**config.mk**
```make
export PLATFORM = sky130hd
export DESIGN_NAME = seqrb_bank
export DESIGN_NICKNAME = d
export VERILOG_FILES = /design/src/seqrb_pkg.sv /design/src/seqrb_bank.sv /design/src/seqrb_w1c_flags.sv
export SDC_FILE = /design/constraint.sdc
export NUM_CORES = 1
export LEC_CHECK = 0
export ABC_AREA = 1
export BUFFER_PORTS_ARGS = -buffer_cell sky130_fd_sc_hd__clkbuf_2
export CAP_MARGIN = 20
export CORE_MARGIN = 1.5
export CORE_UTILIZATION = 44
export CTS_CLUSTER_SIZE = 24
export DETAILED_ROUTE_END_ITERATION = 8
export HOLD_SLACK_MARGIN = 0.06
export PLACE_DENSITY = 0.82
export SLEW_MARGIN = 20
export SYNTH_ARGS = -nofsm -noshare
export SYNTH_HDL_FRONTEND = slang
export SYNTH_SLANG_ARGS = --single-unit
```
**constraint.sdc**
```tcl
create_clock -name clk_in -period 1.29 [get_ports clk_in]
set_input_delay 0.258 -clock clk_in [delete_from_list [all_inputs] [get_ports clk_in]]
set_output_delay 0.258 -clock clk_in [all_outputs]
set_load 0.03 [all_outputs]
```
**src/seqrb_pkg.sv**
```systemverilog
package seqrb_pkg;

  // Register offsets of the bank
  localparam logic [7:0] ADDR_MODEL     = 8'h00;
  localparam logic [7:0] ADDR_REVISION  = 8'h01;
  localparam logic [7:0] ADDR_FAULT1    = 8'h10;
  localparam logic [7:0] ADDR_FAULT2    = 8'h11;
  localparam logic [7:0] ADDR_VENDOR    = 8'h12;
  localparam logic [7:0] ADDR_CONTROL_STATUS  = 8'h13;
  localparam logic [7:0] ADDR_EN_A_UP   = 8'h14;
  localparam logic [7:0] ADDR_EN_A_LO   = 8'h15;
  localparam logic [7:0] ADDR_EN_B_UP   = 8'h16;
  localparam logic [7:0] ADDR_EN_B_LO   = 8'h17;
  localparam logic [7:0] ADDR_WATCHDOG_STATUS  = 8'h18;
  localparam logic [7:0] ADDR_TEST_STAT = 8'h19;
  localparam logic [7:0] ADDR_LAST_RST  = 8'h1A;
  localparam logic [7:0] ADDR_ALT_EN    = 8'h20;
  localparam logic [7:0] ADDR_ALT_DIR   = 8'h21;
  localparam logic [7:0] ADDR_PP_UP     = 8'h22;
  localparam logic [7:0] ADDR_PP_LO     = 8'h23;
  localparam logic [7:0] ADDR_CLK_CFG   = 8'h24;
  localparam logic [7:0] ADDR_GENERAL_OUTPUT_LEVELS    = 8'h25;
  localparam logic [7:0] ADDR_DEBOUNCE  = 8'h26;
  localparam logic [7:0] ADDR_LONG_PRS  = 8'h27;
  localparam logic [7:0] ADDR_CTL1      = 8'h28;
  localparam logic [7:0] ADDR_CTL2      = 8'h29;
  localparam logic [7:0] ADDR_WDT_CFG   = 8'h2C;
  localparam logic [7:0] ADDR_WDT_CLOSE = 8'h2D;
  localparam logic [7:0] ADDR_WDT_OPEN  = 8'h2E;
  localparam logic [7:0] ADDR_PROT      = 8'h2F;

  // Reset values and writable-bit masks
  localparam logic [7:0] RST_BYTE       = 8'h00;
  localparam logic [7:0] MASK_GENERAL_OUTPUT_LEVELS    = 8'h0F;
  localparam logic [7:0] MASK_DEBOUNCE  = 8'hFE;
  localparam logic [7:0] MASK_CTL1      = 8'h0F;
  localparam logic [7:0] MASK_WDT_CFG   = 8'h01;
  localparam logic [6:0] RST_LOCKS      = 7'h00;

  // Field positions
  localparam int CTL1_SHDN_LSB  = 0;
  localparam int CTL1_FACT_BIT  = 2;
  localparam int CTL1_FINT_BIT  = 3;
  localparam int CTL2_PEC_EN    = 0;
  localparam int CTL2_PEC_REQ   = 1;
  localparam int WDT_SLP_BIT    = 0;
  localparam int LOCK_WRK       = 0;
  localparam int LOCK_SLEEP_SEQUENCE_LOCK      = 1;
  localparam int LOCK_POWER_SEQUENCE_LOCK      = 2;
  localparam int LOCK_SEQUENCE_TIMING_LOCK      = 3;
  localparam int LOCK_WDT       = 4;
  localparam int LOCK_RTC       = 5;
  localparam int LOCK_CTL       = 6;
  localparam int NUM_LOCKS      = 7;

  // Watchdog window range in ms, as coded by the 8-bit fields
  localparam int WDT_WIN_MIN_MS = 1;
  localparam int WDT_WIN_MAX_MS = 864;

  // Register access request from the serial engine
  typedef struct packed {
    logic       wr;
    logic       rd;
    logic [7:0] addr;
    logic [7:0] data;
  } seqrb_req_s;

  // Live status from the sequencer, watchdog and test engines
  typedef struct packed {
    logic [7:0] control_status;
    logic [7:0] en_a_up;
    logic [7:0] en_a_lo;
    logic [7:0] en_b_up;
    logic [7:0] en_b_lo;
    logic [7:0] watchdog_status;
    logic [7:0] test_stat;
    logic [7:0] last_rst;
  } seqrb_stat_s;

  // Image loaded from non-volatile memory
  typedef struct packed {
    logic [7:0] alt_en;
    logic [7:0] alt_dir;
    logic [7:0] pp_up;
    logic [7:0] pp_lo;
    logic [7:0] clk_cfg;
    logic [7:0] general_output_levels;
    logic [7:0] debounce;
    logic [7:0] long_prs;
    logic [7:0] ctl1;
    logic [7:0] ctl2;
    logic [7:0] wdt_cfg;
    logic [7:0] wdt_close;
    logic [7:0] wdt_open;
  } seqrb_nvm_s;

endpackage : seqrb_pkg

```
**src/seqrb_bank.sv**
```systemverilog
`timescale 1ns/1ps
module seqrb_bank
#(
  parameter logic [7:0] MODEL_ID    = 8'h5A, // Arbitrary identity value
  parameter logic [7:0] REVISION_ID = 8'h11  // Arbitrary identity value
)
(
  // Clock and reset
  input  logic                   clk_in,
  input  logic                   rst_n_in,
  // Register access from the serial engine
  input  seqrb_pkg::seqrb_req_s  req_in,
  output logic [7:0]             rd_data_out,
  output logic                   rd_valid_out,
  output logic                   wr_refused_out,
  // Engine status and events
  input  seqrb_pkg::seqrb_stat_s stat_in,
  input  logic [7:0]             fault1_set_in,
  input  logic [7:0]             fault2_set_in,
  input  logic [7:0]             vendor_set_in,
  input  logic                   wdt_force_in,
  input  logic [1:0]             wdt_pdmd_in,
  input  logic                   pseq_force_act_in,
  // Non-volatile image load
  input  seqrb_pkg::seqrb_nvm_s  nvm_in,
  input  logic                   nvm_load_in,
  // Configuration towards the engines
  output logic [7:0]             general_output_levels_out,
  output logic [7:0]             debounce_out,
  output logic [7:0]             long_press_out,
  output logic [1:0]             forced_shutdown_code_out,
  output logic                   force_act_out,
  output logic                   force_int_out,
  output logic [7:0]             ctl2_out,
  output logic                   packet_check_enable_out,
  output logic                   packet_check_required_out,
  output logic                   reject_missing_pec_out,
  output logic                   watchdog_sleep_disable_out,
  output logic [7:0]             wdt_close_out,
  output logic [7:0]             wdt_open_out,
  output logic [6:0]             locks_out,
  output logic [7:0]             vendor_flags_out
);
  import seqrb_pkg::*;

  // Stored registers
  logic [7:0] alt_en_ff;
  logic [7:0] alt_dir_ff;
  logic [7:0] pp_up_ff;
  logic [7:0] pp_lo_ff;
  logic [7:0] clk_cfg_ff;
  logic [7:0] general_output_levels_ff;
  logic [7:0] debounce_ff;
  logic [7:0] long_prs_ff;
  logic [7:0] ctl1_ff;
  logic [7:0] ctl2_ff;
  logic [7:0] wdt_cfg_ff;
  logic [7:0] wdt_close_ff;
  logic [7:0] wdt_open_ff;
  logic [6:0] locks_ff;
  logic [7:0] rd_data_ff;
  logic       rd_valid_ff;
  logic       wr_refused_ff;
  logic [7:0] nxt_ctl1_ff;
  logic [6:0] nxt_locks_ff;
  logic [7:0] nxt_rd_data_ff;

  // Sticky fault flags
  logic [7:0] fault1_flags;
  logic [7:0] fault2_flags;
  logic [7:0] vendor_flags;

  // Address decode
  wire [7:0] a          = req_in.addr;
  wire [7:0] d          = req_in.data;
  wire       hit_gp     = (a == ADDR_GENERAL_OUTPUT_LEVELS);
  wire       hit_deb    = (a == ADDR_DEBOUNCE);
  wire       hit_lp     = (a == ADDR_LONG_PRS);
  wire       hit_ctl1   = (a == ADDR_CTL1);
  wire       hit_ctl2   = (a == ADDR_CTL2);
  wire       hit_wcfg   = (a == ADDR_WDT_CFG);
  wire       hit_wclose = (a == ADDR_WDT_CLOSE);
  wire       hit_wopen  = (a == ADDR_WDT_OPEN);
  wire       hit_prot   = (a == ADDR_PROT);

  // Group membership of each lockable register
  wire grp_wrk = hit_gp | hit_ctl1;
  wire grp_ctl = hit_deb | hit_lp | hit_ctl2;
  wire grp_wdt = hit_wcfg | hit_wclose | hit_wopen;

  // A locked group refuses the write whole, without touching any bit
  wire lock_hit = (grp_wrk & locks_ff[LOCK_WRK])
                | (grp_ctl & locks_ff[LOCK_CTL])
                | (grp_wdt & locks_ff[LOCK_WDT]);
  wire wr_ok    = req_in.wr & ~lock_hit;

  // Per-register write strobes
  wire we_gp     = wr_ok & hit_gp;
  wire we_deb    = wr_ok & hit_deb;
  wire we_lp     = wr_ok & hit_lp;
  wire we_ctl1   = wr_ok & hit_ctl1;
  wire we_ctl2   = wr_ok & hit_ctl2;
  wire we_wcfg   = wr_ok & hit_wcfg;
  wire we_wclose = wr_ok & hit_wclose;
  wire we_wopen  = wr_ok & hit_wopen;
  wire we_prot   = req_in.wr & hit_prot;

  // Fault flag registers; hardware set wins over the host clear
  seqrb_w1c_flags #(.W(8)) u_fault1
  (
    .clk_in      (clk_in),
    .rst_n_in    (rst_n_in),
    .set_in      (fault1_set_in),
    .clr_wr_in   (req_in.wr & (a == ADDR_FAULT1)),
    .clr_data_in (d),
    .flags_out   (fault1_flags)
  );

  seqrb_w1c_flags #(.W(8)) u_fault2
  (
    .clk_in      (clk_in),
    .rst_n_in    (rst_n_in),
    .set_in      (fault2_set_in),
    .clr_wr_in   (req_in.wr & (a == ADDR_FAULT2)),
    .clr_data_in (d),
    .flags_out   (fault2_flags)
  );

  seqrb_w1c_flags #(.W(8)) u_vendor
  (
    .clk_in      (clk_in),
    .rst_n_in    (rst_n_in),
    .set_in      (vendor_set_in),
    .clr_wr_in   (req_in.wr & (a == ADDR_VENDOR)),
    .clr_data_in (d),
    .flags_out   (vendor_flags)
  );

  // Control byte: watchdog shutdown outranks the host, engine sets force-active
  wire [1:0] shdn_host = we_ctl1 ? d[CTL1_SHDN_LSB +: 2] : ctl1_ff[CTL1_SHDN_LSB +: 2];
  wire [1:0] shdn_nxt  = wdt_force_in ? wdt_pdmd_in : shdn_host;
  wire       fact_clr  = we_ctl1 & ~d[CTL1_FACT_BIT];
  wire       fact_nxt  = pseq_force_act_in | (ctl1_ff[CTL1_FACT_BIT] & ~fact_clr);
  wire       fint_nxt  = we_ctl1 ? d[CTL1_FINT_BIT] : ctl1_ff[CTL1_FINT_BIT];
  assign nxt_ctl1_ff = {4'h0, fint_nxt, fact_nxt, shdn_nxt} & MASK_CTL1;

  // Locks only ever accumulate ones; zeros written are ignored
  assign nxt_locks_ff = locks_ff | (we_prot ? d[6:0] : RST_LOCKS);

  // Read selection; unmapped offsets return zero
  always_comb
  begin
    unique case (a)
      ADDR_MODEL:     nxt_rd_data_ff = MODEL_ID;
      ADDR_REVISION:  nxt_rd_data_ff = REVISION_ID;
      ADDR_FAULT1:    nxt_rd_data_ff = fault1_flags;
      ADDR_FAULT2:    nxt_rd_data_ff = fault2_flags;
      ADDR_VENDOR:    nxt_rd_data_ff = vendor_flags;
      ADDR_CONTROL_STATUS:  nxt_rd_data_ff = stat_in.control_status;
      ADDR_EN_A_UP:   nxt_rd_data_ff = stat_in.en_a_up;
      ADDR_EN_A_LO:   nxt_rd_data_ff = stat_in.en_a_lo;
      ADDR_EN_B_UP:   nxt_rd_data_ff = stat_in.en_b_up;
      ADDR_EN_B_LO:   nxt_rd_data_ff = stat_in.en_b_lo;
      ADDR_WATCHDOG_STATUS:  nxt_rd_data_ff = stat_in.watchdog_status;
      ADDR_TEST_STAT: nxt_rd_data_ff = stat_in.test_stat;
      ADDR_LAST_RST:  nxt_rd_data_ff = stat_in.last_rst;
      ADDR_ALT_EN:    nxt_rd_data_ff = alt_en_ff;
      ADDR_ALT_DIR:   nxt_rd_data_ff = alt_dir_ff;
      ADDR_PP_UP:     nxt_rd_data_ff = pp_up_ff;
      ADDR_PP_LO:     nxt_rd_data_ff = pp_lo_ff;
      ADDR_CLK_CFG:   nxt_rd_data_ff = clk_cfg_ff;
      ADDR_GENERAL_OUTPUT_LEVELS:    nxt_rd_data_ff = general_output_levels_ff;
      ADDR_DEBOUNCE:  nxt_rd_data_ff = debounce_ff;
      ADDR_LONG_PRS:  nxt_rd_data_ff = long_prs_ff;
      ADDR_CTL1:      nxt_rd_data_ff = ctl1_ff;
      ADDR_CTL2:      nxt_rd_data_ff = ctl2_ff;
      ADDR_WDT_CFG:   nxt_rd_data_ff = wdt_cfg_ff;
      ADDR_WDT_CLOSE: nxt_rd_data_ff = wdt_close_ff;
      ADDR_WDT_OPEN:  nxt_rd_data_ff = wdt_open_ff;
      ADDR_PROT:      nxt_rd_data_ff = {1'b0, locks_ff};
      default:        nxt_rd_data_ff = RST_BYTE;
    endcase
  end

  // Read-only configuration follows the non-volatile image only
  always_ff @(posedge clk_in or negedge rst_n_in)
  begin
    if (!rst_n_in)
    begin
      alt_en_ff  <= RST_BYTE;
      alt_dir_ff <= RST_BYTE;
      pp_up_ff   <= RST_BYTE;
      pp_lo_ff   <= RST_BYTE;
      clk_cfg_ff <= RST_BYTE;
    end
    else if (nvm_load_in)
    begin
      alt_en_ff  <= nvm_in.alt_en;
      alt_dir_ff <= nvm_in.alt_dir;
      pp_up_ff   <= nvm_in.pp_up;
      pp_lo_ff   <= nvm_in.pp_lo;
      clk_cfg_ff <= nvm_in.clk_cfg;
    end
  end

  // Working and control group; the image load overrides a host write
  always_ff @(posedge clk_in or negedge rst_n_in)
  begin
    if (!rst_n_in)
    begin
      general_output_levels_ff   <= RST_BYTE;
      debounce_ff <= RST_BYTE;
      long_prs_ff <= RST_BYTE;
      ctl1_ff     <= RST_BYTE;
      ctl2_ff     <= RST_BYTE;
    end
    else if (nvm_load_in)
    begin
      general_output_levels_ff   <= nvm_in.general_output_levels & MASK_GENERAL_OUTPUT_LEVELS;
      debounce_ff <= nvm_in.debounce & MASK_DEBOUNCE;
      long_prs_ff <= nvm_in.long_prs;
      ctl1_ff     <= nvm_in.ctl1 & MASK_CTL1;
      ctl2_ff     <= nvm_in.ctl2;
    end
    else
    begin
      general_output_levels_ff   <= we_gp ? (d & MASK_GENERAL_OUTPUT_LEVELS) : general_output_levels_ff;
      debounce_ff <= we_deb ? (d & MASK_DEBOUNCE) : debounce_ff;
      long_prs_ff <= we_lp ? d : long_prs_ff;
      ctl1_ff     <= nxt_ctl1_ff;
      ctl2_ff     <= we_ctl2 ? d : ctl2_ff;
    end
  end

  // Watchdog group
  always_ff @(posedge clk_in or negedge rst_n_in)
  begin
    if (!rst_n_in)
    begin
      wdt_cfg_ff   <= RST_BYTE;
      wdt_close_ff <= RST_BYTE;
      wdt_open_ff  <= RST_BYTE;
    end
    else if (nvm_load_in)
    begin
      wdt_cfg_ff   <= nvm_in.wdt_cfg & MASK_WDT_CFG;
      wdt_close_ff <= nvm_in.wdt_close;
      wdt_open_ff  <= nvm_in.wdt_open;
    end
    else
    begin
      wdt_cfg_ff   <= we_wcfg ? (d & MASK_WDT_CFG) : wdt_cfg_ff;
      wdt_close_ff <= we_wclose ? d : wdt_close_ff;
      wdt_open_ff  <= we_wopen ? d : wdt_open_ff;
    end
  end

  // Locks, and the registered answer to each access
  always_ff @(posedge clk_in or negedge rst_n_in)
  begin
    if (!rst_n_in)
    begin
      locks_ff      <= RST_LOCKS;
      rd_data_ff    <= RST_BYTE;
      rd_valid_ff   <= 1'b0;
      wr_refused_ff <= 1'b0;
    end
    else
    begin
      locks_ff      <= nxt_locks_ff;
      rd_data_ff    <= req_in.rd ? nxt_rd_data_ff : rd_data_ff;
      rd_valid_ff   <= req_in.rd;
      wr_refused_ff <= req_in.wr & lock_hit;
    end
  end

  // Outputs; the lock vector gates the sequencing and clock groups outside
  assign rd_data_out                = rd_data_ff;
  assign rd_valid_out               = rd_valid_ff;
  assign wr_refused_out             = wr_refused_ff;
  assign general_output_levels_out                 = general_output_levels_ff;
  assign debounce_out               = debounce_ff;
  assign long_press_out             = long_prs_ff;
  assign forced_shutdown_code_out   = ctl1_ff[CTL1_SHDN_LSB +: 2];
  assign force_act_out              = ctl1_ff[CTL1_FACT_BIT];
  assign force_int_out              = ctl1_ff[CTL1_FINT_BIT];
  assign ctl2_out                   = ctl2_ff;
  assign packet_check_enable_out    = ctl2_ff[CTL2_PEC_EN];
  assign packet_check_required_out  = ctl2_ff[CTL2_PEC_REQ];
  assign reject_missing_pec_out     = ctl2_ff[CTL2_PEC_EN] & ctl2_ff[CTL2_PEC_REQ];
  assign watchdog_sleep_disable_out = wdt_cfg_ff[WDT_SLP_BIT];
  assign wdt_close_out              = wdt_close_ff;
  assign wdt_open_out               = wdt_open_ff;
  assign locks_out                  = locks_ff;
  assign vendor_flags_out           = vendor_flags;

  // Checks
  property p_sleep_bit;
    @(posedge clk_in) disable iff (!rst_n_in)
      (we_wcfg && !nvm_load_in) |=> (watchdog_sleep_disable_out == $past(d[WDT_SLP_BIT]));
  endproperty
  a_sleep_bit: assert property (p_sleep_bit) else $error("sleep bit not stored");

  property p_close_win;
    @(posedge clk_in) disable iff (!rst_n_in)
      (we_wclose && !nvm_load_in) |=> (wdt_close_out == $past(d));
  endproperty
  a_close_win: assert property (p_close_win) else $error("close window not stored");

  property p_open_win;
    @(posedge clk_in) disable iff (!rst_n_in)
      (we_wopen && !nvm_load_in) |=> (wdt_open_out == $past(d));
  endproperty
  a_open_win: assert property (p_open_win) else $error("open window not stored");

  property p_wrk_block;
    @(posedge clk_in) disable iff (!rst_n_in)
      (req_in.wr && hit_gp && locks_ff[LOCK_WRK] && !nvm_load_in) |=> ($stable(general_output_levels_out) && wr_refused_out);
  endproperty
  a_wrk_block: assert property (p_wrk_block) else $error("locked working write taken");

  property p_sleep_sequence_lock_set;
    @(posedge clk_in) disable iff (!rst_n_in)
      (we_prot && d[LOCK_SLEEP_SEQUENCE_LOCK]) |=> locks_out[LOCK_SLEEP_SEQUENCE_LOCK] [*2];
  endproperty
  a_sleep_sequence_lock_set: assert property (p_sleep_sequence_lock_set) else $error("sleep lock not set");

  property p_power_sequence_lock_set;
    @(posedge clk_in) disable iff (!rst_n_in)
      (we_prot && d[LOCK_POWER_SEQUENCE_LOCK]) |=> locks_out[LOCK_POWER_SEQUENCE_LOCK];
  endproperty
  a_power_sequence_lock_set: assert property (p_power_sequence_lock_set) else $error("power lock not set");

  property p_sequence_timing_lock_set;
    @(posedge clk_in) disable iff (!rst_n_in)
      (we_prot && d[LOCK_SEQUENCE_TIMING_LOCK]) |=> locks_out[LOCK_SEQUENCE_TIMING_LOCK];
  endproperty
  a_sequence_timing_lock_set: assert property (p_sequence_timing_lock_set) else $error("timing lock not set");

  property p_wdt_block;
    @(posedge clk_in) disable iff (!rst_n_in)
      (req_in.wr && hit_wclose && locks_ff[LOCK_WDT] && !nvm_load_in) |=> $stable(wdt_close_out);
  endproperty
  a_wdt_block: assert property (p_wdt_block) else $error("locked watchdog write taken");

  property p_vendor_clr;
    @(posedge clk_in) disable iff (!rst_n_in)
      (req_in.wr && (a == ADDR_VENDOR) && (vendor_set_in == RST_BYTE)) |=> ((vendor_flags & $past(d)) == RST_BYTE);
  endproperty
  a_vendor_clr: assert property (p_vendor_clr) else $error("vendor flag not cleared");

  property p_wdt_shdn;
    @(posedge clk_in) disable iff (!rst_n_in)
      (wdt_force_in && !nvm_load_in) |=> (forced_shutdown_code_out == $past(wdt_pdmd_in));
  endproperty
  a_wdt_shdn: assert property (p_wdt_shdn) else $error("watchdog shutdown code lost");

  property p_pec_cfg;
    @(posedge clk_in) disable iff (!rst_n_in)
      (we_ctl2 && !nvm_load_in) |=> (reject_missing_pec_out == ($past(d[CTL2_PEC_EN]) && $past(d[CTL2_PEC_REQ])));
  endproperty
  a_pec_cfg: assert property (p_pec_cfg) else $error("packet check config wrong");

  property p_lock_sticky;
    @(posedge clk_in) disable iff (!rst_n_in)
      ((locks_out & $past(locks_out)) == $past(locks_out)) && ($past(we_prot) || (locks_out == $past(locks_out)));
  endproperty
  a_lock_sticky: assert property (p_lock_sticky) else $error("lock bit fell");

endmodule : seqrb_bank

```
**src/seqrb_w1c_flags.sv**
```systemverilog
`timescale 1ns/1ps
module seqrb_w1c_flags
#(
  parameter int W = 8
)
(
  // Clock and reset
  input  logic         clk_in,
  input  logic         rst_n_in,
  // Hardware events and host clear
  input  logic [W-1:0] set_in,
  input  logic         clr_wr_in,
  input  logic [W-1:0] clr_data_in,
  // Sticky flags
  output logic [W-1:0] flags_out
);
  import seqrb_pkg::*;

  logic [W-1:0] flags_ff;
  logic [W-1:0] clr_mask;
  logic [W-1:0] nxt_flags_ff;

  // A set arriving with its clear wins so no event is lost
  assign clr_mask     = clr_wr_in ? clr_data_in : '0;
  assign nxt_flags_ff = (flags_ff & ~clr_mask) | set_in;
  assign flags_out    = flags_ff;

  // Flag storage
  always_ff @(posedge clk_in or negedge rst_n_in)
  begin
    if (!rst_n_in)
      flags_ff <= '0;
    else
      flags_ff <= nxt_flags_ff;
  end

  property p_set_wins;
    @(posedge clk_in) disable iff (!rst_n_in)
      (set_in != '0) |=> ((flags_ff & $past(set_in)) == $past(set_in));
  endproperty
  a_set_wins: assert property (p_set_wins) else $error("flag event lost");

endmodule : seqrb_w1c_flags

```
==> metrics.md, run 1 <==
| Metric | Value |
|---|---|
| Outcome | `complete, but fails checks` |
| Failing checks | `negative setup slack` |
| Fin crit period | `approximately 1600 ps` |
| Mapped cell area | `~7200 sq um` |
| Primary FF master, synth | `dfrtp_1` |
| Final slew viol count | `0` |
| Logic pwr share | `a little under a quarter` |
| Syn Area/Cell | `6.95 sq um` |
| H-tree depth | `4` |
| Area Growth Syn to Fin | `71.9%` |
| Antenna violations before repair | `0` |
| PD cells | `around 1000 nW/um^2` |
| I/O Pins | `slightly below 300` |
| Port Buffers | `~280` |
| WP buf/inv | `2` |
| Setup repair after global routing missed its margin | `true` |
| Hold Violations, Final | `0` |
| Pre-CTS setup slack | `-727 ps` |
| Synth unique cells | `32` |
| Yosys reg bits | `129` |
| Vias | `about 9,800` |
| Clock skew | `roughly 12 ps` |
| Deepest clock path buffer count | `2` |
| Hold WS | `about 55 ps` |
| First drt pass iteration count | `8` |
| Yosys warns | `0` |
| Switching Power | `approximately 0.0038 W` |
| Syn Inst Count | `roughly 1,000` |
| TritonCTS Buffers | `17` |
| Final period util | `123%` |
| Arrival time worst endpoint | `between 1500 and 2000 ps` |
| Core Box Area | `approximately 16,000 sq um` |
| CP Launch Type | `flip-flop` |
| Layout cells sized above 1 | `41.8%` |
| Max-slew headroom | `about 67%` |
| Nets | `around 1,700` |
| Via density | `5.70` |
| CP Capture Type | `flip-flop` |
| Total wire length | `34,100 um` |
| Layout Cells excl Fill | `1,717` |
| Skew-Pair Late Insertion Delay | `about 440 ps` |
| Synth async-reset ratio | `100%` |
| Worst hold path type | `input pin to flip-flop` |
| Total grt overflow | `0` |
| First-pass GRT wire length | `45,600 um` |
| Initial Utilization | `45.2%` |
| Row count | `46` |
| Seq/Total Area, Yosys | `between 40% and 50%` |
| Max Clk Rate | `between 600 and 700 MHz` |
| Post-route cell area | `approximately 12,000 sq um` |
| HPWL Detailed | `around 21,000 um` |
| Dpl cells | `roughly 1,600` |
| Final Wtd Congestion | `0.930` |
| Final ANT Viol Nets | `0` |
| # DRC | `0` |
| Data required time of the worst path | `roughly 1600 ps` |
| Crit path max-delay family | `simple AND/OR/NAND/NOR gates` |
| Sw Share | `~31%` |
| Routed wire per std cell | `between 15 and 20 um` |
| Total inserted antenna cells | `0` |
| Clock transition at path regs | `60 ps` |
| Clk sinks | `approximately 130` |
| Worst Tran Pin Value | `~500 ps` |
| Critical path's slowest cell | `dfrtp_2` |
| Cell chain of the critical path | `o2111ai_2, nand2_2, nor2_8, buf_4, nand3_4, buf_6, nand3_1, nand2_1` |
| Drt first-iter violations | `between 1,000 and 1,500` |
| Total die area | `17,100 sq um` |
| Largest net degree at the start of global routing | `approximately 60` |
| Pleak | `about 6.5 nW` |
| Crit path max fanout | `5` |
| Setup violators final | `94` |
| Max Cap Violations | `0` |
| Die width | `approximately 130 um` |
| Die Y-Extent | `around 130 um` |
| Sequential power share | `36.8%` |
| Vias in the first global route | `between 8,000 and 9,000` |
| Root Buffer | `clkbuf_16` |
| Gr usage total | `35.7%` |
| Clock power frac | `approximately two fifths` |
| CTS tree | `yes` |
| Worst Setup Path Type | `flip-flop to flip-flop` |
| Fill count | `slightly below 1,000` |
| Critical Path Max Stage Delay | `around 420 ps` |
| Area post-placement | `around 9600 sq um` |
| Post-synth EDFFs | `0` |
| Final Util | `77.7%` |
| Worst setup margin | `-291 ps` |
| Pint | `roughly 0.0087 W` |
| Worst VDD drop | `about 1.0 mV` |
## cell usage in the layout, fill, tap and decap left out, drive strengths merged
cell type    count
o21ai           93
clkbuf         231
clkinvlp         7
nand3           96
o21bai           3
clkinv           6
inv            120
dlygate4sd3     45
o211ai           4
o211a            1
a21oi            5
buf            208
conb             5
o2111ai          1
nor3            11
nand2          417
dfrtp          129
o221ai           1
nor2            74
bufinv           3
o22ai           20
nand3b           1
nand4           20
## stage by stage
stage	TNS, ps	power (W)
after CTS	-6320	0.0120
after detailed placement	-46450	0.00660
after floorplan	-7430	0.00559
final	-11630	0.0125
after global placement	-43510	0.00657
after global routing	-14730	0.0128
## sequential cells by signal (all words and copies together) (netlist names)
register                   cells
debounce_out                   7
general_output_levels_out      4
ctl2_out                       8
alt_dir_ff                     8
rd_valid_out                   1
rd_data_out                    8
pp_lo_ff                       8
wr_refused_out                 1
ctl1_ff                        4
u_fault1.flags_out             8
pp_up_ff                       8
u_fault2.flags_out             8
alt_en_ff                      8
wdt_cfg_ff                     1
locks_out                      7
wdt_open_out                   8
u_vendor.flags_out             8
clk_cfg_ff                     8
long_press_out                 8
wdt_close_out                  8
## Yosys cell counts (7+ instances only)
cell,instances,area share [%]
clkbuf_1,25,1.3
nor2_1,64,3.3
buf_4,8,0.84
nor3_1,10,0.70
nand2_1,405,21
nand3_1,91,6.3
dfrtp_1,129,45
o21ai_0,79,5.5
nand2_2,8,0.70
o22ai_1,20,1.7
inv_1,115,6.0
nor2_2,7,0.61
inv_2,7,0.37
o21ai_1,9,0.63
nand4_1,20,1.7
## timing repair
item | 4_1_cts | 5_1_grt
endpoints found under the hold margin | 98 | 0
hold buffers | 45 | 0
gates cloned | 1 | 3
setup endpoints to repair | 128 | 141
pin swaps | 41 | 45
setup buffers | 27 | 29
gates resized for setup | 188 | 201
## kinds of logic (layout without fill, tap and decap cells)
family,count (synthesis),after routing,synth area share [%]
flip-flops,129,129,45.0
other,1,5,0.0523
AO/OA/AOI/OAI,128,128,9.95
buffers and inverters,159,620,8.86
AND/OR/NAND/NOR,615,619,36.2
## layout make-up
cell class	count	area (sq um)	area share [%]
Inverter	123	517	4.19
Tap cell	216	270	2.19
Clock buffer	19	443	3.59
Clock inverter	13	161	1.31
Timing Repair Buffer	465	3660	29.7
Sequential cell	129	3250	26.3
Multi-Input combinational cell	752	4040	32.7
## routing by layer
layer  vias to the layer above  routed length (um)  share of wire [%]  global-route usage (%)
li1                       4207                   -                  -                       -
met1                      4507               11900                 35                    43.7
met2                       849               16100                 47                    58.8
met3                       227                3740                 11                    8.75
met4                         0                2260                6.6                    18.6
met5                         -                   0                  0                       0
## final timing paths
path,start,to,slack [ps],depth (start not counted)
min in group asynchronous,rst_n_in,u_fault1.flags_out[7],280,2
max in group asynchronous,rst_n_in,long_press_out[2],390,3
worst min register to register,rd_data_out[1],rd_data_out[1],490,2
worst min-delay path,nvm_in[68],clk_cfg_ff[4],60,3
worst max-delay path,locks_out[4],long_press_out[4],-290,8
worst max register to register,locks_out[4],long_press_out[4],-290,8
## worst min-delay path, cell delays in order
cell,delay [ps]
clkbuf_2,80
nand2_1,40
o21ai_0,70
## power groups by stage
stage | clock network, W | registers [W] | logic [W]
floorplan | 0 | 0.00488 | 0.000707
global placement | 0 | 0.00460 | 0.00197
detailed placement | 0 | 0.00460 | 0.00200
CTS | 0.00495 | 0.00455 | 0.00247
global route | 0.00517 | 0.00462 | 0.00302
finish | 0.00504 | 0.00460 | 0.00286
(Power assumes the default switching activity.)
==> run 2: changes to the inputs <==
REMOVE_ABC_BUFFERS = 1   (was default)
==> run 2 against run 1 <==
Against the previous run:
- the flow still finishes with violations (negative setup slack)
- total power up 3.1%
- sequential share of layout area up 0.080 points
- die area unchanged
- global-route usage down 1.5 points
- non-clock buffer count down 2
- largest cell class unchanged
- highest routed layer unchanged
==> metrics.md, run 2 (synthesis results as in run 1) <==
| Metric | Value |
|---|---|
| Outcome | `complete, but fails checks (unchanged)` |
| Failing checks | `negative setup slack (unchanged)` |
| Worst setup margin | `-160 ps (was -291 ps)` |
| Row count | `46 (unchanged)` |
| Port Buffers | `276 (unchanged)` |
| CP Launch Type | `input pin (was flip-flop)` |
| Antenna violations before repair | `0 (unchanged)` |
| Fin crit period | `1450 ps (was 1580 ps)` |
| Area Growth Syn to Fin | `71.1% (was 71.9%)` |
| Die width | `131 um (unchanged)` |
| Nets | `1,702 (was 1,705)` |
| Post-route setup TNS | `-4730 ps (was -11,630 ps)` |
| Final slew viol count | `0 (unchanged)` |
| First drt pass iteration count | `6 (was 8)` |
| Crit path max fanout | `8 (was 5)` |
| First-pass GRT wire length | `43,800 um (was 45,600 um)` |
| Worst VDD drop | `0.915 mV (was 1.00 mV)` |
| Most common library cell in the layout ignoring fill and taps | `nand2_1 (unchanged)` |
| Worst Setup Path Type | `input pin to flip-flop (was flip-flop to flip-flop)` |
| TritonCTS Buffers | `17 (unchanged)` |
| Vias | `9,105 (was 9,790)` |
| I/O Pins | `298 (unchanged)` |
| H-tree depth | `4 (unchanged)` |
| Final ANT Viol Nets | `0 (unchanged)` |
| Worst R2R Start | `locks_out[4] (unchanged)` |
| Min-delay src | `nvm_in[84] (was nvm_in[68])` |
| Worst reg-to-reg setup slack | `-120 ps (was -290 ps)` |
| Routed wire per std cell | `18.0 um (was 19.8 um)` |
| Total inserted antenna cells | `0 (unchanged)` |
| Root Buffer | `clkbuf_16 (unchanged)` |
| Clk sinks | `129 (unchanged)` |
| Capture point of the worst reg-to-reg path | `long_press_out[3] (was long_press_out[4])` |
| Die Y-Extent | `131 um (unchanged)` |
| Clock skew | `9.42 ps (was 11.7 ps)` |
| Pleak | `6.56 nW (was 6.52 nW)` |
| CP Capture Type | `flip-flop (unchanged)` |
| Hold path cells | `3 (unchanged)` |
| Final Util | `77.3% (was 77.7%)` |
| Setup violators final | `80 (was 94)` |
| Worst hold path type | `input pin to flip-flop (unchanged)` |
| Arrival time worst endpoint | `1820 ps (was 1900 ps)` |
| Drt first-iter violations | `720 (was 1,092)` |
| Deepest clock path buffer count | `2 (unchanged)` |
| # DRC | `0 (unchanged)` |
| Core Box Area | `15,900 sq um (unchanged)` |
| Clock transition at path regs | `60 ps (about the same)` |
| Setup repair after global routing missed its margin | `true (unchanged)` |
| Max Cap Violations | `0 (unchanged)` |
| Final period util | `112% (was 123%)` |
| Total grt overflow | `0 (unchanged)` |
| Skew-Pair Late Insertion Delay | `430 ps (was 440 ps)` |
| Reg2Reg Depth | `7 (was 8)` |
| Initial Utilization | `45.2% (unchanged)` |
| PD cells | `1050 nW/um^2 (was 1010 nW/um^2)` |
| Final Wtd Congestion | `0.936 (was 0.930)` |
| Max-slew headroom | `62.8% (was 66.6%)` |
| Total die area | `17,100 sq um (unchanged)` |
| Max Clk Rate | `689 MHz (was 632 MHz)` |
| HPWL Detailed | `20,900 um (was 21,100 um)` |
| Total wire length | `30,800 um (was 34,100 um)` |
| Layout cells sized above 1 | `40.6% (was 41.8%)` |
| Vias in the first global route | `8,633 (was 8,878)` |
| Data required time of the worst path | `1660 ps (was 1610 ps)` |
| Via density | `5.31 (was 5.70)` |
| CTS tree | `yes (unchanged)` |
| Hold Path Sink | `pp_up_ff[4] (was clk_cfg_ff[4])` |
| Hold Violations, Final | `0 (unchanged)` |
| Pre-CTS setup slack | `-670 ps (was -727 ps)` |
| Commonest cells after routing, fill and taps aside | `nand2_1 (369), clkbuf_2 (200), dfrtp_1 (119), buf_4 (106), inv_1 (98) (was nand2_1 (337), clkbuf_2 (201), buf_4 (118), dfrtp_1 (115), inv_1 (104))` |
| Worst Tran Pin Value | `558 ps (was 500 ps)` |
| Gr usage total | `34.2% (was 35.7%)` |
| Largest net degree at the start of global routing | `64 (was 61)` |
[run 2: how the worst max path moves through the flow]
stage / depth (start not counted) / end / slack (ps) / from
final: 14 / rd_data_out[0] / -160 / req_in[14]
after global routing: 14 / rd_data_out[0] / -190 / req_in[14]
after CTS: 7 / long_press_out[7] / -130 / locks_out[4]
after detailed placement: 14 / rd_data_out[3] / -670 / req_in[10]
after global placement: 14 / rd_data_out[0] / -630 / req_in[9]
after floorplan: 12 / wdt_close_out[0] / -500 / req_in[12]
[run 2: critical path, stage by stage]
cell and delay [ps]:
buf_6 100, buf_4 130, nor2_2 130, nand2_2 120, buf_6 150, nor3_4 190
buf_12 150, nand2_2 40, nand4_1 140, nor3_2 90, buf_4 130, nand2_1 80
nand2_1 50, nand2_1 50
[run 2: area by class of cell]
| cell class | instances | area [sq um] |
|---|---|---|
| Multi-Input combinational cell | 751 | 3920 |
| Timing Repair Buffer | 463 | 3690 |
| Fill cell | 1120 | 3600 |
| Sequential cell | 129 | 3240 |
| Inverter | 123 | 480 |
| Clock buffer | 19 | 453 |
| Tap cell | 216 | 270 |
| Clock inverter | 13 | 231 |
[run 2: through the flow]
stage | hold slack [ps] | power [W] | cell area (sq um) | cells
after floorplan | -37.6 | 0.00548 | 7020 | 1000
after global placement | 187 | 0.00653 | 9480 | 1584
after detailed placement | 185 | 0.00657 | 9480 | 1584
after CTS | 61.6 | 0.0126 | 11600 | 1697
after global routing | 67.2 | 0.0133 | 12300 | 1714
final | 64.1 | 0.0129 | 12300 | 1714
[run 2: power breakdown]
| group | leakage, nW | internal, W | switching, W | total (W) |
|---|---|---|---|---|
| Sequential | 1.48 | 0.00434 | 0.000230 | 0.00457 |
| Clock | 0.330 | 0.00373 | 0.00187 | 0.00559 |
| Combinational | 4.75 | 0.00120 | 0.00152 | 0.00272 |
| Total | 6.56 | 0.00927 | 0.00362 | 0.0129 |
[run 2: what timing repair did]
item | CTS | global route
hold buffers | 54 | 0
gates resized for setup | 184 | 208
setup buffers | 26 | 17
pin swaps | 38 | 38
setup endpoints to repair | 106 | 136
cloned | 2 | 3
hold endpoints to repair | 109 | 0
[run 2: routing by layer]
| layer | global-route usage, % | up-vias | routed length (um) |
|---|---|---|---|
| met2 | 56.2 | 575 | 14900 |
| met1 | 42.6 | 4221 | 11700 |
| met3 | 8.59 | 112 | 2850 |
| li1 | - | 4197 | - |
| met4 | 16.2 | 0 | 1290 |
| met5 | 0 | - | 0 |
==> run 3: changes to the inputs <==
BUFFER_PORTS_ARGS = -buffer_cell sky130_fd_sc_hd__buf_2   (was -buffer_cell sky130_fd_sc_hd__clkbuf_2)
==> run 3 against run 2 <==
Against the previous run:
- via count grew 2.0%
- design area shrank 0.25%
- final cell count about the same
- count of clock-buffer cells in the layout grew 4
- largest power group unchanged
- the flow still finishes with violations (negative setup slack)
- clock power shrank 18%
==> metrics.md, run 3 (synthesis results as in run 1) <==
| Metric | Value |
|---|---|
| Min-delay src | `nvm_in[73] (was nvm_in[84])` |
| Commonest cells after routing, fill and taps aside | `nand2_1 (348), buf_2 (219), dfrtp_1 (123), buf_4 (107), inv_1 (102) (was nand2_1 (369), clkbuf_2 (200), dfrtp_1 (119), buf_4 (106), inv_1 (98))` |
| Reg2Reg Depth | `8 (was 7)` |
| Max Cap Violations | `0 (unchanged)` |
| Deepest clock path buffer count | `2 (unchanged)` |
| Area Growth Syn to Fin | `70.7% (was 71.1%)` |
| Worst setup margin | `-185 ps (was -160 ps)` |
| Drt first-iter violations | `818 (was 720)` |
| Hold path cells | `3 (unchanged)` |
| Die width | `131 um (unchanged)` |
| Via density | `5.42 (was 5.31)` |
| Capture point of the worst reg-to-reg path | `ctl2_out[7] (was long_press_out[3])` |
| Final period util | `114% (was 112%)` |
| PD cells | `968 nW/um^2 (was 1050 nW/um^2)` |
| Vias | `9,289 (was 9,105)` |
| Total inserted antenna cells | `0 (unchanged)` |
| H-tree depth | `4 (unchanged)` |
| Clk sinks | `129 (unchanged)` |
| Skew-Pair Late Insertion Delay | `430 ps (about the same)` |
| Most common library cell in the layout ignoring fill and taps | `nand2_1 (unchanged)` |
| Setup violators final | `72 (was 80)` |
| Largest net degree at the start of global routing | `71 (was 64)` |
| Total grt overflow | `0 (unchanged)` |
| Worst Setup Path Type | `flip-flop to output pin (was input pin to flip-flop)` |
| Hold WS | `52.5 ps (was 64.1 ps)` |
| Pleak | `6.49 nW (was 6.56 nW)` |
| Initial Utilization | `45.2% (unchanged)` |
| Worst VDD drop | `1.02 mV (was 0.915 mV)` |
| Final ANT Viol Nets | `0 (unchanged)` |
| Total die area | `17,100 sq um (unchanged)` |
| CP Launch Type | `flip-flop (was input pin)` |
| Antenna violations before repair | `0 (unchanged)` |
| Hold Path Sink | `pp_lo_ff[1] (was pp_up_ff[4])` |
| Port Buffers | `276 (unchanged)` |
| Pre-CTS setup slack | `-672 ps (was -670 ps)` |
| I/O Pins | `298 (unchanged)` |
| Gr usage total | `34.5% (was 34.2%)` |
| Worst reg-to-reg setup slack | `-180 ps (was -120 ps)` |
| Vias in the first global route | `8,671 (was 8,633)` |
| Die Y-Extent | `131 um (unchanged)` |
| Clock transition at path regs | `60 ps (about the same)` |
| Core Box Area | `15,900 sq um (unchanged)` |
| Max Clk Rate | `678 MHz (was 689 MHz)` |
| Worst hold path type | `input pin to flip-flop (unchanged)` |
| First-pass GRT wire length | `43,800 um (about the same)` |
| Outcome | `complete, but fails checks (unchanged)` |
| Failing checks | `negative setup slack (unchanged)` |
| Final Util | `77.1% (was 77.3%)` |
| Nets | `1,701 (was 1,702)` |
| CP Capture Type | `output pin (was flip-flop)` |
| Arrival time worst endpoint | `1220 ps (was 1820 ps)` |
| HPWL Detailed | `20,400 um (was 20,900 um)` |
| Layout cells sized above 1 | `42.8% (was 40.6%)` |
| Clock skew | `10.3 ps (was 9.42 ps)` |
| Final Wtd Congestion | `0.934 (was 0.936)` |
| Hold Violations, Final | `0 (unchanged)` |
| TritonCTS Buffers | `17 (unchanged)` |
| # DRC | `0 (unchanged)` |
| Root Buffer | `clkbuf_16 (unchanged)` |
| Crit path max fanout | `2 (was 8)` |
| Setup repair after global routing missed its margin | `true (unchanged)` |
| CTS tree | `yes (unchanged)` |
| Data required time of the worst path | `1030 ps (was 1660 ps)` |
| Total wire length | `31,600 um (was 30,800 um)` |
| First drt pass iteration count | `6 (unchanged)` |
| Fin crit period | `1470 ps (was 1450 ps)` |
| Final slew viol count | `0 (unchanged)` |
| Routed wire per std cell | `18.5 um (was 18.0 um)` |
| Row count | `46 (unchanged)` |
| Worst R2R Start | `locks_out[4] (unchanged)` |
-- run 3: cell types whose count changed in the layout (fill, tap and decap cells not counted), moves of 7 or more --
cell,delta
buf_2,+210
inv_2,-9
nand2_2,+14
o22ai_1,-10
nand3_1,-8
nand3_2,+7
o22ai_2,+7
clkbuf_2,-200
buf_8,-31
nand2_1,-21
buf_6,+26
-- run 3: report_power, final --
group          switching (W)  internal (W)  total, W
sequential          0.000217       0.00434   0.00455
combinational        0.00157       0.00114   0.00271
clock                0.00186       0.00274   0.00460
-- run 3: repair_timing --
action	CTS	global route
setup endpoints to repair	109	114
cloned	4	1
buffers inserted	31	23
resized for setup	195	181
pin swaps	63	71
endpoints found under the hold margin	182	0
hold buffers	54	0
-- run 3: area by class of cell --
| class | instances | area, sq um |
|---|---|---|
| repair buffers | 461 | 3490 |
| fillers | 1111 | 3630 |
| clock inverters | 9 | 83.8 |
| multi-input cells | 752 | 4200 |
| clock buffers | 23 | 468 |
| flip-flops and latches | 129 | 3240 |
| well taps | 216 | 270 |
| inverters | 123 | 503 |
-- run 3: critical path, cell delays in order, from the launching register on --
cell,delay (ps)
dfrtp_1,390
buf_4,140
buf_6,120
buf_8,130
-- run 3: metrics by stage --
step                total power [W]  area, sq um  cells  TNS [ps]
CTS                          0.0115        11500   1691     -3330
global placement            0.00650         9380   1571    -40690
finish                       0.0119        12300   1713     -7580
floorplan                   0.00548         7020   1000    -25090
global route                 0.0122        12300   1713    -10840
detailed placement          0.00654         9380   1571    -45480
-- run 3: worst max-delay path by stage --
stage                            start  slack [ps]  depth (start not counted)                 to
after floorplan             req_in[12]        -500                         12   wdt_close_out[0]
after global placement      req_in[10]        -630                         14     rd_data_out[1]
after detailed placement    req_in[12]        -670                         13   wdt_close_out[2]
after CTS                 locks_out[4]        -120                          7  long_press_out[3]
after global routing        req_in[12]        -240                         15         ctl1_ff[1]
final                     locks_out[4]        -180                          3       locks_out[4]
-- run 3: routing by layer --
| metal | global-route usage, % | vias to the layer above | wire [um] |
|---|---|---|---|
| met5 | 0 | - | 0 |
| met4 | 18.7 | 0 | 1640 |
| met3 | 8.47 | 144 | 3000 |
| li1 | - | 4200 | - |
| met1 | 41.5 | 4317 | 11600 |
| met2 | 57.0 | 628 | 15400 |
